--- src/include/rpl_pkg.sv ---
// Package with the map and field layout of the reference profile level registers.
package rpl_pkg;
    // Register indices; the byte address of each is four times its index.
    localparam int unsigned IDX_FAULT_PRIMARY = 32'h0000_0090;
    localparam int unsigned IDX_FAULT_SECONDARY = 32'h0000_0092;
    localparam int unsigned IDX_PROFILE_PREV = 32'h0000_009A;
    localparam int unsigned IDX_POINTS = 32'h0000_009C;
    localparam int unsigned IDX_OFF_CLAMP = 32'h0000_009E;

    // Writable bits of each register; every other bit is reserved and reads zero.
    localparam logic [31:0] MASK_FAULT = 32'h7FFF_FFFF;
    localparam logic [31:0] MASK_PROFILE_PREV = 32'h7FFF_FFFF;
    localparam logic [31:0] MASK_POINTS = 32'h7FFF_FFC0;
    localparam logic [31:0] MASK_OFF_CLAMP = 32'h7FFF_8000;

    // Values after reset, and the value that an unmapped word reads.
    localparam logic [31:0] RESET_FAULT = 32'h0000_0000;
    localparam logic [31:0] RESET_PROFILE_PREV = 32'h0000_0000;
    localparam logic [31:0] RESET_POINTS = 32'h0000_0000;
    localparam logic [31:0] RESET_OFF_CLAMP = 32'h0000_0000;
    localparam logic [31:0] READ_UNMAPPED = 32'h0000_0000;

    // Field positions.
    localparam int unsigned LEVEL_W = 8;
    localparam int unsigned B_MSB_W = 7;
    localparam int unsigned POS_B_MSB = 0;
    localparam int unsigned POS_B_LSB = 30;
    localparam int unsigned POS_C = 22;
    localparam int unsigned POS_D = 14;
    localparam int unsigned POS_E = 6;
    localparam int unsigned POS_OFF2 = 23;
    localparam int unsigned POS_CLAMP2 = 15;
endpackage

--- src/rpl_regs.sv ---
// Reference profile level register bank behind a classic Wishbone slave port.
`timescale 1ns/1ns
// Function
// - Point B low bit at bit 30.
// - Point B upper seven bits in preceding register.
// - Point C level in bits 29 to 22.
// - Point D level in bits 21 to 14.
// - Point E level in bits 13 to 6.
// - Second turn-off level in bits 30 to 23.
// - Second clamp level in bits 22 to 15.
// - Off/clamp register cleared on reset.
// - Fault settings registers at their fixed offsets.
module rpl_regs #(
    parameter int ADDR_W = 12
) (
    input wire logic CLK,
    input wire logic RST,
    input wire logic WB_CYC_I,
    input wire logic WB_STB_I,
    input wire logic WB_WE_I,
    input wire logic [ADDR_W-1:0] WB_ADR_I,
    input wire logic [3:0] WB_SEL_I,
    input wire logic [31:0] WB_DAT_I,
    output logic [31:0] WB_DAT_O,
    output logic WB_ACK_O,
    output logic [7:0] POINT_B_LEVEL,
    output logic [7:0] POINT_C_LEVEL,
    output logic [7:0] POINT_D_LEVEL,
    output logic [7:0] POINT_E_LEVEL,
    output logic [7:0] SECOND_TURNOFF_LEVEL,
    output logic [7:0] SECOND_CLAMP_LEVEL
);
    localparam int IDX_W = ADDR_W - 2;

    logic [IDX_W-1:0] word_idx;
    logic bus_req;
    logic wb_commit;
    logic hit_fault_primary;
    logic hit_fault_secondary;
    logic hit_profile_prev;
    logic hit_points;
    logic hit_off_clamp;
    logic hit_none;
    logic [31:0] fault_settings_primary;
    logic [31:0] fault_settings_secondary;
    logic [31:0] profile_prev;
    logic [31:0] reference_points_b_to_e;
    logic [31:0] reference_off_clamp_levels;
    logic [31:0] next_rdat;

    // The two low address bits take no part in decode; byte lanes come from WB_SEL_I.
    assign word_idx = WB_ADR_I[ADDR_W-1:2];
    assign bus_req = WB_CYC_I & WB_STB_I;

    // Writes land on the edge that also samples ack, as the master expects.
    assign wb_commit = bus_req & WB_WE_I & WB_ACK_O;

    assign hit_fault_primary = word_idx == IDX_W'(rpl_pkg::IDX_FAULT_PRIMARY);
    assign hit_fault_secondary = word_idx == IDX_W'(rpl_pkg::IDX_FAULT_SECONDARY);
    assign hit_profile_prev = word_idx == IDX_W'(rpl_pkg::IDX_PROFILE_PREV);
    assign hit_points = word_idx == IDX_W'(rpl_pkg::IDX_POINTS);
    assign hit_off_clamp = word_idx == IDX_W'(rpl_pkg::IDX_OFF_CLAMP);
    assign hit_none = ~(hit_fault_primary | hit_fault_secondary | hit_profile_prev
        | hit_points | hit_off_clamp);

    rpl_wb_ack u_ack (
        .clk(CLK),
        .rst(RST),
        .cyc(WB_CYC_I),
        .stb(WB_STB_I),
        .ack(WB_ACK_O)
    );

    // Fault settings storage; the field meanings belong to the fault logic elsewhere.
    rpl_masked_reg #(
        .WRITE_MASK(rpl_pkg::MASK_FAULT),
        .RESET_VALUE(rpl_pkg::RESET_FAULT)
    ) u_fault_primary (
        .clk(CLK),
        .rst(RST),
        .we(wb_commit & hit_fault_primary),
        .sel(WB_SEL_I),
        .wdat(WB_DAT_I),
        .q(fault_settings_primary)
    );

    rpl_masked_reg #(
        .WRITE_MASK(rpl_pkg::MASK_FAULT),
        .RESET_VALUE(rpl_pkg::RESET_FAULT)
    ) u_fault_secondary (
        .clk(CLK),
        .rst(RST),
        .we(wb_commit & hit_fault_secondary),
        .sel(WB_SEL_I),
        .wdat(WB_DAT_I),
        .q(fault_settings_secondary)
    );

    // Preceding profile register; its low seven bits carry the top of point B.
    rpl_masked_reg #(
        .WRITE_MASK(rpl_pkg::MASK_PROFILE_PREV),
        .RESET_VALUE(rpl_pkg::RESET_PROFILE_PREV)
    ) u_profile_prev (
        .clk(CLK),
        .rst(RST),
        .we(wb_commit & hit_profile_prev),
        .sel(WB_SEL_I),
        .wdat(WB_DAT_I),
        .q(profile_prev)
    );

    // The mask keeps bit 31 and bits 5 to 0 at zero.
    rpl_masked_reg #(
        .WRITE_MASK(rpl_pkg::MASK_POINTS),
        .RESET_VALUE(rpl_pkg::RESET_POINTS)
    ) u_points (
        .clk(CLK),
        .rst(RST),
        .we(wb_commit & hit_points),
        .sel(WB_SEL_I),
        .wdat(WB_DAT_I),
        .q(reference_points_b_to_e)
    );

    // The mask keeps bit 31 and bits 14 to 0 at zero.
    rpl_masked_reg #(
        .WRITE_MASK(rpl_pkg::MASK_OFF_CLAMP),
        .RESET_VALUE(rpl_pkg::RESET_OFF_CLAMP)
    ) u_off_clamp (
        .clk(CLK),
        .rst(RST),
        .we(wb_commit & hit_off_clamp),
        .sel(WB_SEL_I),
        .wdat(WB_DAT_I),
        .q(reference_off_clamp_levels)
    );

    // Unmapped words answer with zero rather than no ack, so the bus never hangs.
    always_comb begin
        next_rdat = rpl_pkg::READ_UNMAPPED;
        if (hit_fault_primary) begin
            next_rdat = fault_settings_primary;
        end else if (hit_fault_secondary) begin
            next_rdat = fault_settings_secondary;
        end else if (hit_profile_prev) begin
            next_rdat = profile_prev;
        end else if (hit_points) begin
            next_rdat = reference_points_b_to_e;
        end else if (hit_off_clamp) begin
            next_rdat = reference_off_clamp_levels;
        end
    end

    // Read data is captured on the edge that raises ack and holds until the next request.
    always_ff @(posedge CLK) begin
        if (RST) begin
            WB_DAT_O <= 32'h0000_0000;
        end else if (bus_req & ~WB_ACK_O) begin
            WB_DAT_O <= next_rdat;
        end
    end

    // Level outputs trail the stored fields by one cycle; they are flops, not decode.
    always_ff @(posedge CLK) begin
        if (RST) begin
            POINT_B_LEVEL <= 8'h00;
            POINT_C_LEVEL <= 8'h00;
            POINT_D_LEVEL <= 8'h00;
            POINT_E_LEVEL <= 8'h00;
            SECOND_TURNOFF_LEVEL <= 8'h00;
            SECOND_CLAMP_LEVEL <= 8'h00;
        end else begin
            POINT_B_LEVEL <= {profile_prev[rpl_pkg::POS_B_MSB +: rpl_pkg::B_MSB_W],
                reference_points_b_to_e[rpl_pkg::POS_B_LSB]};
            POINT_C_LEVEL <= reference_points_b_to_e[rpl_pkg::POS_C +: rpl_pkg::LEVEL_W];
            POINT_D_LEVEL <= reference_points_b_to_e[rpl_pkg::POS_D +: rpl_pkg::LEVEL_W];
            POINT_E_LEVEL <= reference_points_b_to_e[rpl_pkg::POS_E +: rpl_pkg::LEVEL_W];
            SECOND_TURNOFF_LEVEL <=
                reference_off_clamp_levels[rpl_pkg::POS_OFF2 +: rpl_pkg::LEVEL_W];
            SECOND_CLAMP_LEVEL <=
                reference_off_clamp_levels[rpl_pkg::POS_CLAMP2 +: rpl_pkg::LEVEL_W];
        end
    end
endmodule // rpl_regs

--- src/rpl_masked_reg.sv ---
// One 32-bit storage register with byte enables and a mask of writable bits.
`timescale 1ns/1ns
module rpl_masked_reg #(
    parameter logic [31:0] WRITE_MASK = 32'hFFFF_FFFF,
    parameter logic [31:0] RESET_VALUE = 32'h0000_0000
) (
    input wire logic clk,
    input wire logic rst,
    input wire logic we,
    input wire logic [3:0] sel,
    input wire logic [31:0] wdat,
    output logic [31:0] q
);
    logic [31:0] lane_mask;

    always_comb begin
        lane_mask = {{8{sel[3]}}, {8{sel[2]}}, {8{sel[1]}}, {8{sel[0]}}} & WRITE_MASK;
    end

    // Reserved bits never load, so they keep their cleared reset value.
    always_ff @(posedge clk) begin
        if (rst) begin
            q <= RESET_VALUE;
        end else if (we) begin
            q <= (q & ~lane_mask) | (wdat & lane_mask);
        end
    end
endmodule // rpl_masked_reg

--- src/rpl_wb_ack.sv ---
// Classic Wishbone acknowledge generator: one wait state, ack held for one cycle.
`timescale 1ns/1ns
module rpl_wb_ack (
    input wire logic clk,
    input wire logic rst,
    input wire logic cyc,
    input wire logic stb,
    output logic ack
);
    // Ack falls in the cycle after it rose, so a held request is answered every other cycle.
    always_ff @(posedge clk) begin
        if (rst) begin
            ack <= 1'b0;
        end else begin
            ack <= cyc & stb & ~ack;
        end
    end
endmodule // rpl_wb_ack

--- config.mk ---
export PLATFORM = sky130hd
export DESIGN_NAME = rpl_regs
export DESIGN_NICKNAME = d
export VERILOG_FILES = /design/src/include/rpl_pkg.sv /design/src/rpl_regs.sv /design/src/rpl_masked_reg.sv /design/src/rpl_wb_ack.sv
export SDC_FILE = /design/constraint.sdc
export NUM_CORES = 1
export LEC_CHECK = 0
export BUFFER_PORTS_ARGS = -buffer_cell sky130_fd_sc_hd__buf_2
export CORE_MARGIN = 8
export CORE_UTILIZATION = 51
export CTS_CLUSTER_SIZE = 40
export DETAILED_ROUTE_END_ITERATION = 8
export PLACE_DENSITY = 0.78
export SLEW_MARGIN = 20
export SYNTH_ARGS = -nofsm -noshare
export SYNTH_HDL_FRONTEND = slang
export SYNTH_SLANG_ARGS = --single-unit
--- constraint.sdc ---
create_clock -name CLK -period 1.9 [get_ports CLK]
set_clock_uncertainty 0.05 [all_clocks]
set_input_delay 0.19 -clock CLK [delete_from_list [all_inputs] [get_ports CLK]]
set_output_delay 0.19 -clock CLK [all_outputs]
set_load 0.005 [all_outputs]
; Yosys cells after proc, flatten, opt, wreduce, memory -nomap -nowiden
; Index checks and enable logic that the tools add are counted.
[word_totals]
ff_bits = 241
latchBits = 0
ramBits = 0
mem_bits_ro = 0
input_bits = 53
elab_cells = 49
memories = 0
[op_classes]
n_addsub = 0
multipliers = 0
n_div = 0
n_lt_le_gt_ge = 0
n_eq_ne = 5
shifts = 0
n_mux = 5
bitwise = 26
n_reduce_logical = 0
[op_table]
columns = operator, n
row1 = 32-bit AND, 5
row2 = 32-bit 2-to-1 mux, 5
row3 = 32-bit bitwise OR, 5
row4 = 32-bit by 31-bit AND with 32-bit output, 3
row5 = 31-bit NOT with 32-bit output, 3
row6 = 10-bit by 8-bit equality test with 1-bit output (second input constant), 5
row7 = 1-bit AND, 9
row8 = 1-bit NOT, 1

; Longest topological paths before layout
; Gate-level depths: netlist of the first run.
[depth]
word_depth = 6
ltp_mapped = 7
depth_no_buf = 4

; Hierarchy
; Synthesis of the first run repeated with hierarchy kept, for this count alone.
[hier_totals]
cells_unflattened = 1056
hier_area_um2 = 10428.8
[by_module_without_submodules]
columns = mod, instances, cells_each, area_per_inst_um2, seq_area_each_um2
row1 = rpl_masked_reg at u_fault_primary ..., 3, 143, 1522.7, 620.6
row2 = rpl_regs, 1, 414, 3696.0, 1601.5
row3 = rpl_masked_reg at u_points, 1, 122, 1278.7, 500.5
row4 = rpl_masked_reg at u_off_clamp, 1, 89, 853.3, 320.3
row5 = rpl_wb_ack, 1, 2, 32.5, 20.0

; Least setup slack after synthesis of the first run
; OpenSTA, ideal clock, no wires.
[synth_path]
path_kind = input port to flip-flop
from = in WB_ADR_I[2]
to = reg (tool-made name)
setup_time_ns = 0.072
arrival_time_ns = 1.786
required_ns = 1.778
slack_ns = -0.007
path_stages = 6
path_buffers = 2
path_cell_list = or3b_1 -> buf_6 -> nor4_4 -> and4_1 -> buf_4 -> mux2i_1
[synth_rtl]
columns = element, line_no
row1 = start: declaration, rpl_regs.sv:21  ; input wire logic [ADDR_W-1:0] WB_ADR_I,

==> run metrics, run 1 <==
Area Overhead vs Synth 24.2%; Reg power frac 47.6%; die area about 22000 µm²; WHS between 0.02 and 0.025 ns; via count 6563; Worst Setup End Kind flop; antenna violations before repair 7; post-synth design cell area roughly 8800 µm²; post-synth top area share 48.5%; Pleak 5.52 nW; final setup vio count 0; Switching Fraction a little over a fifth; fmax roughly 0.57 GHz; Startpoint Class flop; Root Buffer clkbuf_16; WP data required between 2 and 2.5 ns; Register-to-Register Setup Slack around 0.16 ns; utilization after layout 64.1%; Setup Fix Bufs, Post-CTS 0; slowest cell on the critical path dfxtp_1; final slew viol count 0; RSZ-0062 raised after global routing no; Clock Tree Buf Depth 3; total grt overflow 0; most common cell in the netlist dfxtp_1; run status completed; CP Buf/Inv Count 2; Die Ht between 100 and 150 µm; Hold Path Class input pin to flop; Reg clk slew, reported paths 0.06 ns; CP Cell Sequence nand2_1, nor4_4, buf_12, and4_1, buf_12, mux2i_1; ranking of synthesized cells by area dfxtp_1 49%, mux2i_1 17%, nand2b_1 12%; largest net degree at the start of global routing 52; dominant synthesized flop cell dfxtp_1; critical path class flop to flop; # resized after CTS 0; CP max FO 14; post-route cell area about 11000 µm²; detailed placement HPWL 14400 µm; starting density of the core approximately half; commonest cells in the netlist 214 x dfxtp_1, 166 x nand2b_1, 150 x mux2i_1, 49 x inv_1, 43 x nor2_1; I/O pins around 130; Overall Power between 9 and 10 mW; CTS Hold Bufs 11; Avg WL per Cell approximately 17 µm; DR vias/cell approximately 5.3; Clock power frac about 47%; Tot GR Track Use between 10% and 20%; Pre-antenna DRT Iters 5; Synth async-reset ratio 0%; CTS buffer count 22; synth unique cells 43; first-pass GRT wire length between 30000 and 40000 µm; Post-Layout Cell Count ~1200; Comb pwr share 5.6%; dpl cell area between 10000 and 15000 µm²; synth warn 0; EDFF count, synth 0; final hold vios 0; Core Region between 15000 and 20000 µm²; period utilization between 90% and 100%; max_cap viols 0; CTS tree done; DRT antenna net count 0; Net Sw Power roughly 2 mW; Rows 48; P_int around 7.5 mW; synthesis-stage register bit count approximately 210; syn_nets slightly below 900; placed cell count about 1200; Max IR drop VDD between 0.0006 and 0.0007 V; Routability Congestion approximately 0.77; min Tclk post-route roughly 1.7 ns; CP peak stage delay ~0.37 ns; # nets final about 1000; later-pin clock latency in the skew report about 0.50 ns; Port-buffer cells ~130; PwrDens a little under 900 nW/µm²; sequential-to-total area share from yosys stat approximately 49%; H-tree levels 1; Syn Area/Cell 10.6 µm²; DRC 0; CP delay by family, top simple AND/OR/NAND/NOR gates; Syn Inst Count 836; Yosys top cell by area dfxtp_1; initial drt markers 410; Die X about 150 µm; vias in the first global route between 6000 and 7000; share of layout cells above drive strength 1 a little under a quarter; CTS Sinks 214; Worst Path Arrival around 2.1 ns; final wirelength between 20000 and 25000 µm; most used cell, CP buf_12
-- layout by cell type, fill, tap and decap left out, types with 6 or more instances in the layout --
cell type	n
dlygate4sd3_1	11
nand3_4	8
clkbuf_16	23
nor3_1	7
mux2_2	6
nand2b_1	166
a2111oi_0	12
nor2_1	42
o2bb2ai_1	25
a221oi_1	22
buf_12	17
buf_2	128
o21ai_0	9
a222oi_1	9
a21o_1	25
inv_1	49
dfxtp_1	214
buf_4	35
mux2i_1	150
-- tightest hold or removal path, cell delays in order --
cell,delay [ns]
buf_2,0.07
nand2b_1,0.12
mux2i_1,0.14
-- metal layers --
| layer | vias up | share of wire [%] | global-route usage [%] |
|---|---|---|---|
| met5 | - | 0.22 | 0 |
| met4 | 8 | 2.3 | 6.22 |
| met3 | 47 | 6.5 | 5.01 |
| met2 | 185 | 46 | 32.2 |
| met1 | 3085 | 45 | 24.5 |
| li1 | 3238 | - | - |
-- cell families (layout without fill, tap and decap cells) --
kind of cell,count (synthesis),count (layout),synth area share (%)
AO/OA/AOI/OAI,107,107,10.0
buffers and inverters,104,277,5.11
flip-flops,214,214,48.5
multiplexers,156,156,17.8
other,1,4,0.0425
AND/OR/NAND/NOR,254,254,18.5
-- final timing paths --
kind | startpoint | to | cells after the start
worst max-delay path | u_ack.ack | flop | 6
worst min register to register | WB_DAT_O[11] | WB_DAT_O[11] | 1
worst max register to register | u_ack.ack | flop | 6
worst min-delay path | WB_DAT_I[28] | flop | 3
-- stage by stage --
step                setup TNS [ns]  setup slack (ns)
finish                           0             0.161
global route                     0            0.0325
CTS                              0             0.149
detailed placement           -7.13            -0.137
global placement             -3.52           -0.0687
floorplan                        0           0.00538
-- layout make-up --
cell class / count / area (µm²)
sequential: 214 / 4280
clock inverter: 6 / 105
multi-input combinational: 518 / 4110
fill: 1410 / 6150
antenna: 3 / 7.51
clock buffer: 31 / 646
tap: 225 / 282
timing repair buffer: 191 / 1350
inverter: 49 / 184
-- power groups by stage --
stage | clock network [mW] | logic (mW) | registers [mW]
finish | 4.46 | 0.530 | 4.53
global route | 4.72 | 0.577 | 4.53
CTS | 4.56 | 0.532 | 4.53
detailed placement | 0 | 0.511 | 4.63
global placement | 0 | 0.506 | 4.63
floorplan | 0 | 0.285 | 4.63
Note: power is estimated with default switching activity, not from simulation.
==> run 2, diff against run 1 <==
--- a/config.mk
+++ b/config.mk
@@ -6,6 +6,7 @@
 export NUM_CORES = 1
 export LEC_CHECK = 0
 export BUFFER_PORTS_ARGS = -buffer_cell sky130_fd_sc_hd__buf_2
+export CORE_ASPECT_RATIO = 0.8
 export CORE_MARGIN = 8
 export CORE_UTILIZATION = 51
 export CTS_CLUSTER_SIZE = 40
==> run metrics, run 2 (synthesis gave the netlist of run 1 again) <==
later-pin clock latency in the skew report 0.49 ns (was 0.50 ns); Tot GR Track Use 19.8% (was 19.5%); utilization after layout 62.9% (was 64.1%); DRC 0 (unchanged); dpl cell area 10100 µm² (about the same); Max transition margin between 40% and 50%; CP delay by family, top simple AND/OR/NAND/NOR gates (unchanged); Rows 43 (was 48); detailed placement HPWL 14600 µm (was 14400 µm); final slew viol count 0 (unchanged); CP Cell Sequence nand2_2, nor4_4, buf_4, and4_1, buf_12, mux2i_1 (was nand2_1, nor4_4, buf_12, and4_1, buf_12, mux2i_1); Worst Setup End Kind flop (unchanged); Core Region 17200 µm² (was 17100 µm²); Clock Tree Buf Depth 3 (unchanged); Area Overhead vs Synth 22.3% (was 24.2%); Max IR drop VDD 0.000705 V (was 0.000689 V); met3 Use GR 4.93% (was 5.01%); CP peak stage delay 0.43 ns (was 0.37 ns); Reg clk slew, reported paths 0.06 ns (about the same); CTS Sinks 214 (unchanged); DRT antenna net count 0 (unchanged); Most Crowded Layer GR met2 (unchanged); Die X 163 µm (was 148 µm); RSZ-0062 raised after global routing no (unchanged); Worst Path Arrival 2.18 ns (was 2.11 ns); period utilization 95.2% (was 91.6%); max_cap viols 0 (unchanged); CTS buffer count 21 (was 22); Avg WL per Cell 17.7 µm (was 17.3 µm); final setup vio count 0 (unchanged); antenna violations before repair 3 (was 7); total grt overflow 0 (unchanged); Die Ht 134 µm (was 148 µm); final hold vios 0 (unchanged); Routability Congestion 0.777 (was 0.772); most frequent cells in the layout 214 x dfxtp_1, 166 x nand2b_1, 150 x mux2i_1, 128 x buf_2, 49 x inv_1 (unchanged); CTS tree done (unchanged); CP Buf/Inv Count 2 (unchanged); met1 usage 26.0% (was 24.5%); PwrDens 827 nW/µm² (was 868 nW/µm²); fmax 0.553 GHz (was 0.575 GHz); critical path class flop to flop (unchanged); share of layout cells above drive strength 1 23.9% (was 23.6%); Startpoint Class flop (unchanged); worst slew pin tran about 0.77 ns; largest net degree at the start of global routing 79 (was 52); met2 usage in global routing 31.8% (was 32.2%); die area 21800 µm² (about the same); first-pass GRT wire length 35400 µm (was 35300 µm); CP max FO 8 (was 14); most common cell after layout, fill and taps aside dfxtp_1 (unchanged); # nets final 1046 (was 1049); run status completed (unchanged); DR vias/cell 5.36 (was 5.31); Pleak 5.46 nW (was 5.52 nW); I/O pins 134 (unchanged); min Tclk post-route 1.81 ns (was 1.74 ns); via count 6604 (was 6563); Setup Fix Bufs, Post-CTS 0 (unchanged); post-route cell area 10800 µm² (was 11000 µm²); final wirelength 21800 µm (was 21500 µm); slowest cell on the critical path dfxtp_1 (unchanged); WP data required 2.27 ns (about the same); initial drt markers 479 (was 410); Hold Path Class input pin to flop (unchanged); Pre-antenna DRT Iters 5 (unchanged); starting density of the core 51.5% (was 51.6%); Root Buffer clkbuf_16 (unchanged); Port-buffer cells 129 (unchanged); H-tree levels 1 (unchanged); filler instances 1412 (was 1410); vias in the first global route 6772 (was 6853)
-- run 2: worst register-to-register path, cell delays in order, from the launching register on --
cell	delay, ns
dfxtp_1	0.43
nand2_2	0.15
nor4_4	0.30
buf_4	0.21
and4_1	0.26
buf_12	0.15
mux2i_1	0.19
-- run 2: power breakdown --
part | switching, mW | leakage [nW] | internal [mW] | total, mW
sequential | 0.0169 | 1.73 | 4.51 | 4.53
combinational | 0.286 | 3.41 | 0.232 | 0.518
clock | 1.70 | 0.323 | 2.18 | 3.89
total | 2.01 | 5.46 | 6.93 | 8.94
-- run 2: timing repair --
action                                  CTS  global route
gates resized for setup                   0             1
hold buffers                              8             0
endpoints found under the hold margin    15             0
endpoints found under the setup margin    0             7
-- run 2: metrics by stage --
stage,hold WS (ns),instances,total power [mW],setup TNS [ns],setup WS (ns)
2_1_floorplan,0.321,836,4.92,0,0.00538
3_3_place_gp,0.394,1187,5.13,-3.76,-0.0617
3_5_place_dp,0.395,1187,5.13,-6.96,-0.122
4_1_cts,0.00332,1231,8.99,0,0.0681
5_1_grt,0.0253,1232,9.25,0,0.0299
6_report,0.000124,1232,8.94,0,0.0910
-- run 2: metal layers --
metal	part of all wire [%]	routed length, µm
met1	45	9830
met2	46	9960
met3	7.0	1530
met4	2.0	433
met5	0.078	17
-- run 2: worst paths after layout --
| kind | from | end | slack [ns] | depth (start not counted) |
|---|---|---|---|---|
| worst min register to register | WB_DAT_O[11] | WB_DAT_O[11] | 0.41 | 1 |
| worst min-delay path | WB_DAT_I[11] | flop | 0.0001 | 3 |
| worst max register to register | u_ack.ack | flop | 0.09 | 6 |
| worst max-delay path | u_ack.ack | flop | 0.09 | 6 |
-- run 2: final cells by class --
cell class | count | area, µm² | area share [%]
timing repair buffer | 189 | 1310 | 12.1
inverter | 49 | 184 | 1.70
tap | 225 | 282 | 2.61
sequential | 214 | 4280 | 39.7
clock inverter | 8 | 43.8 | 0.405
clock buffer | 28 | 592 | 5.48
multi-input combinational | 518 | 4110 | 38.0
antenna | 1 | 2.50 | 0.0232
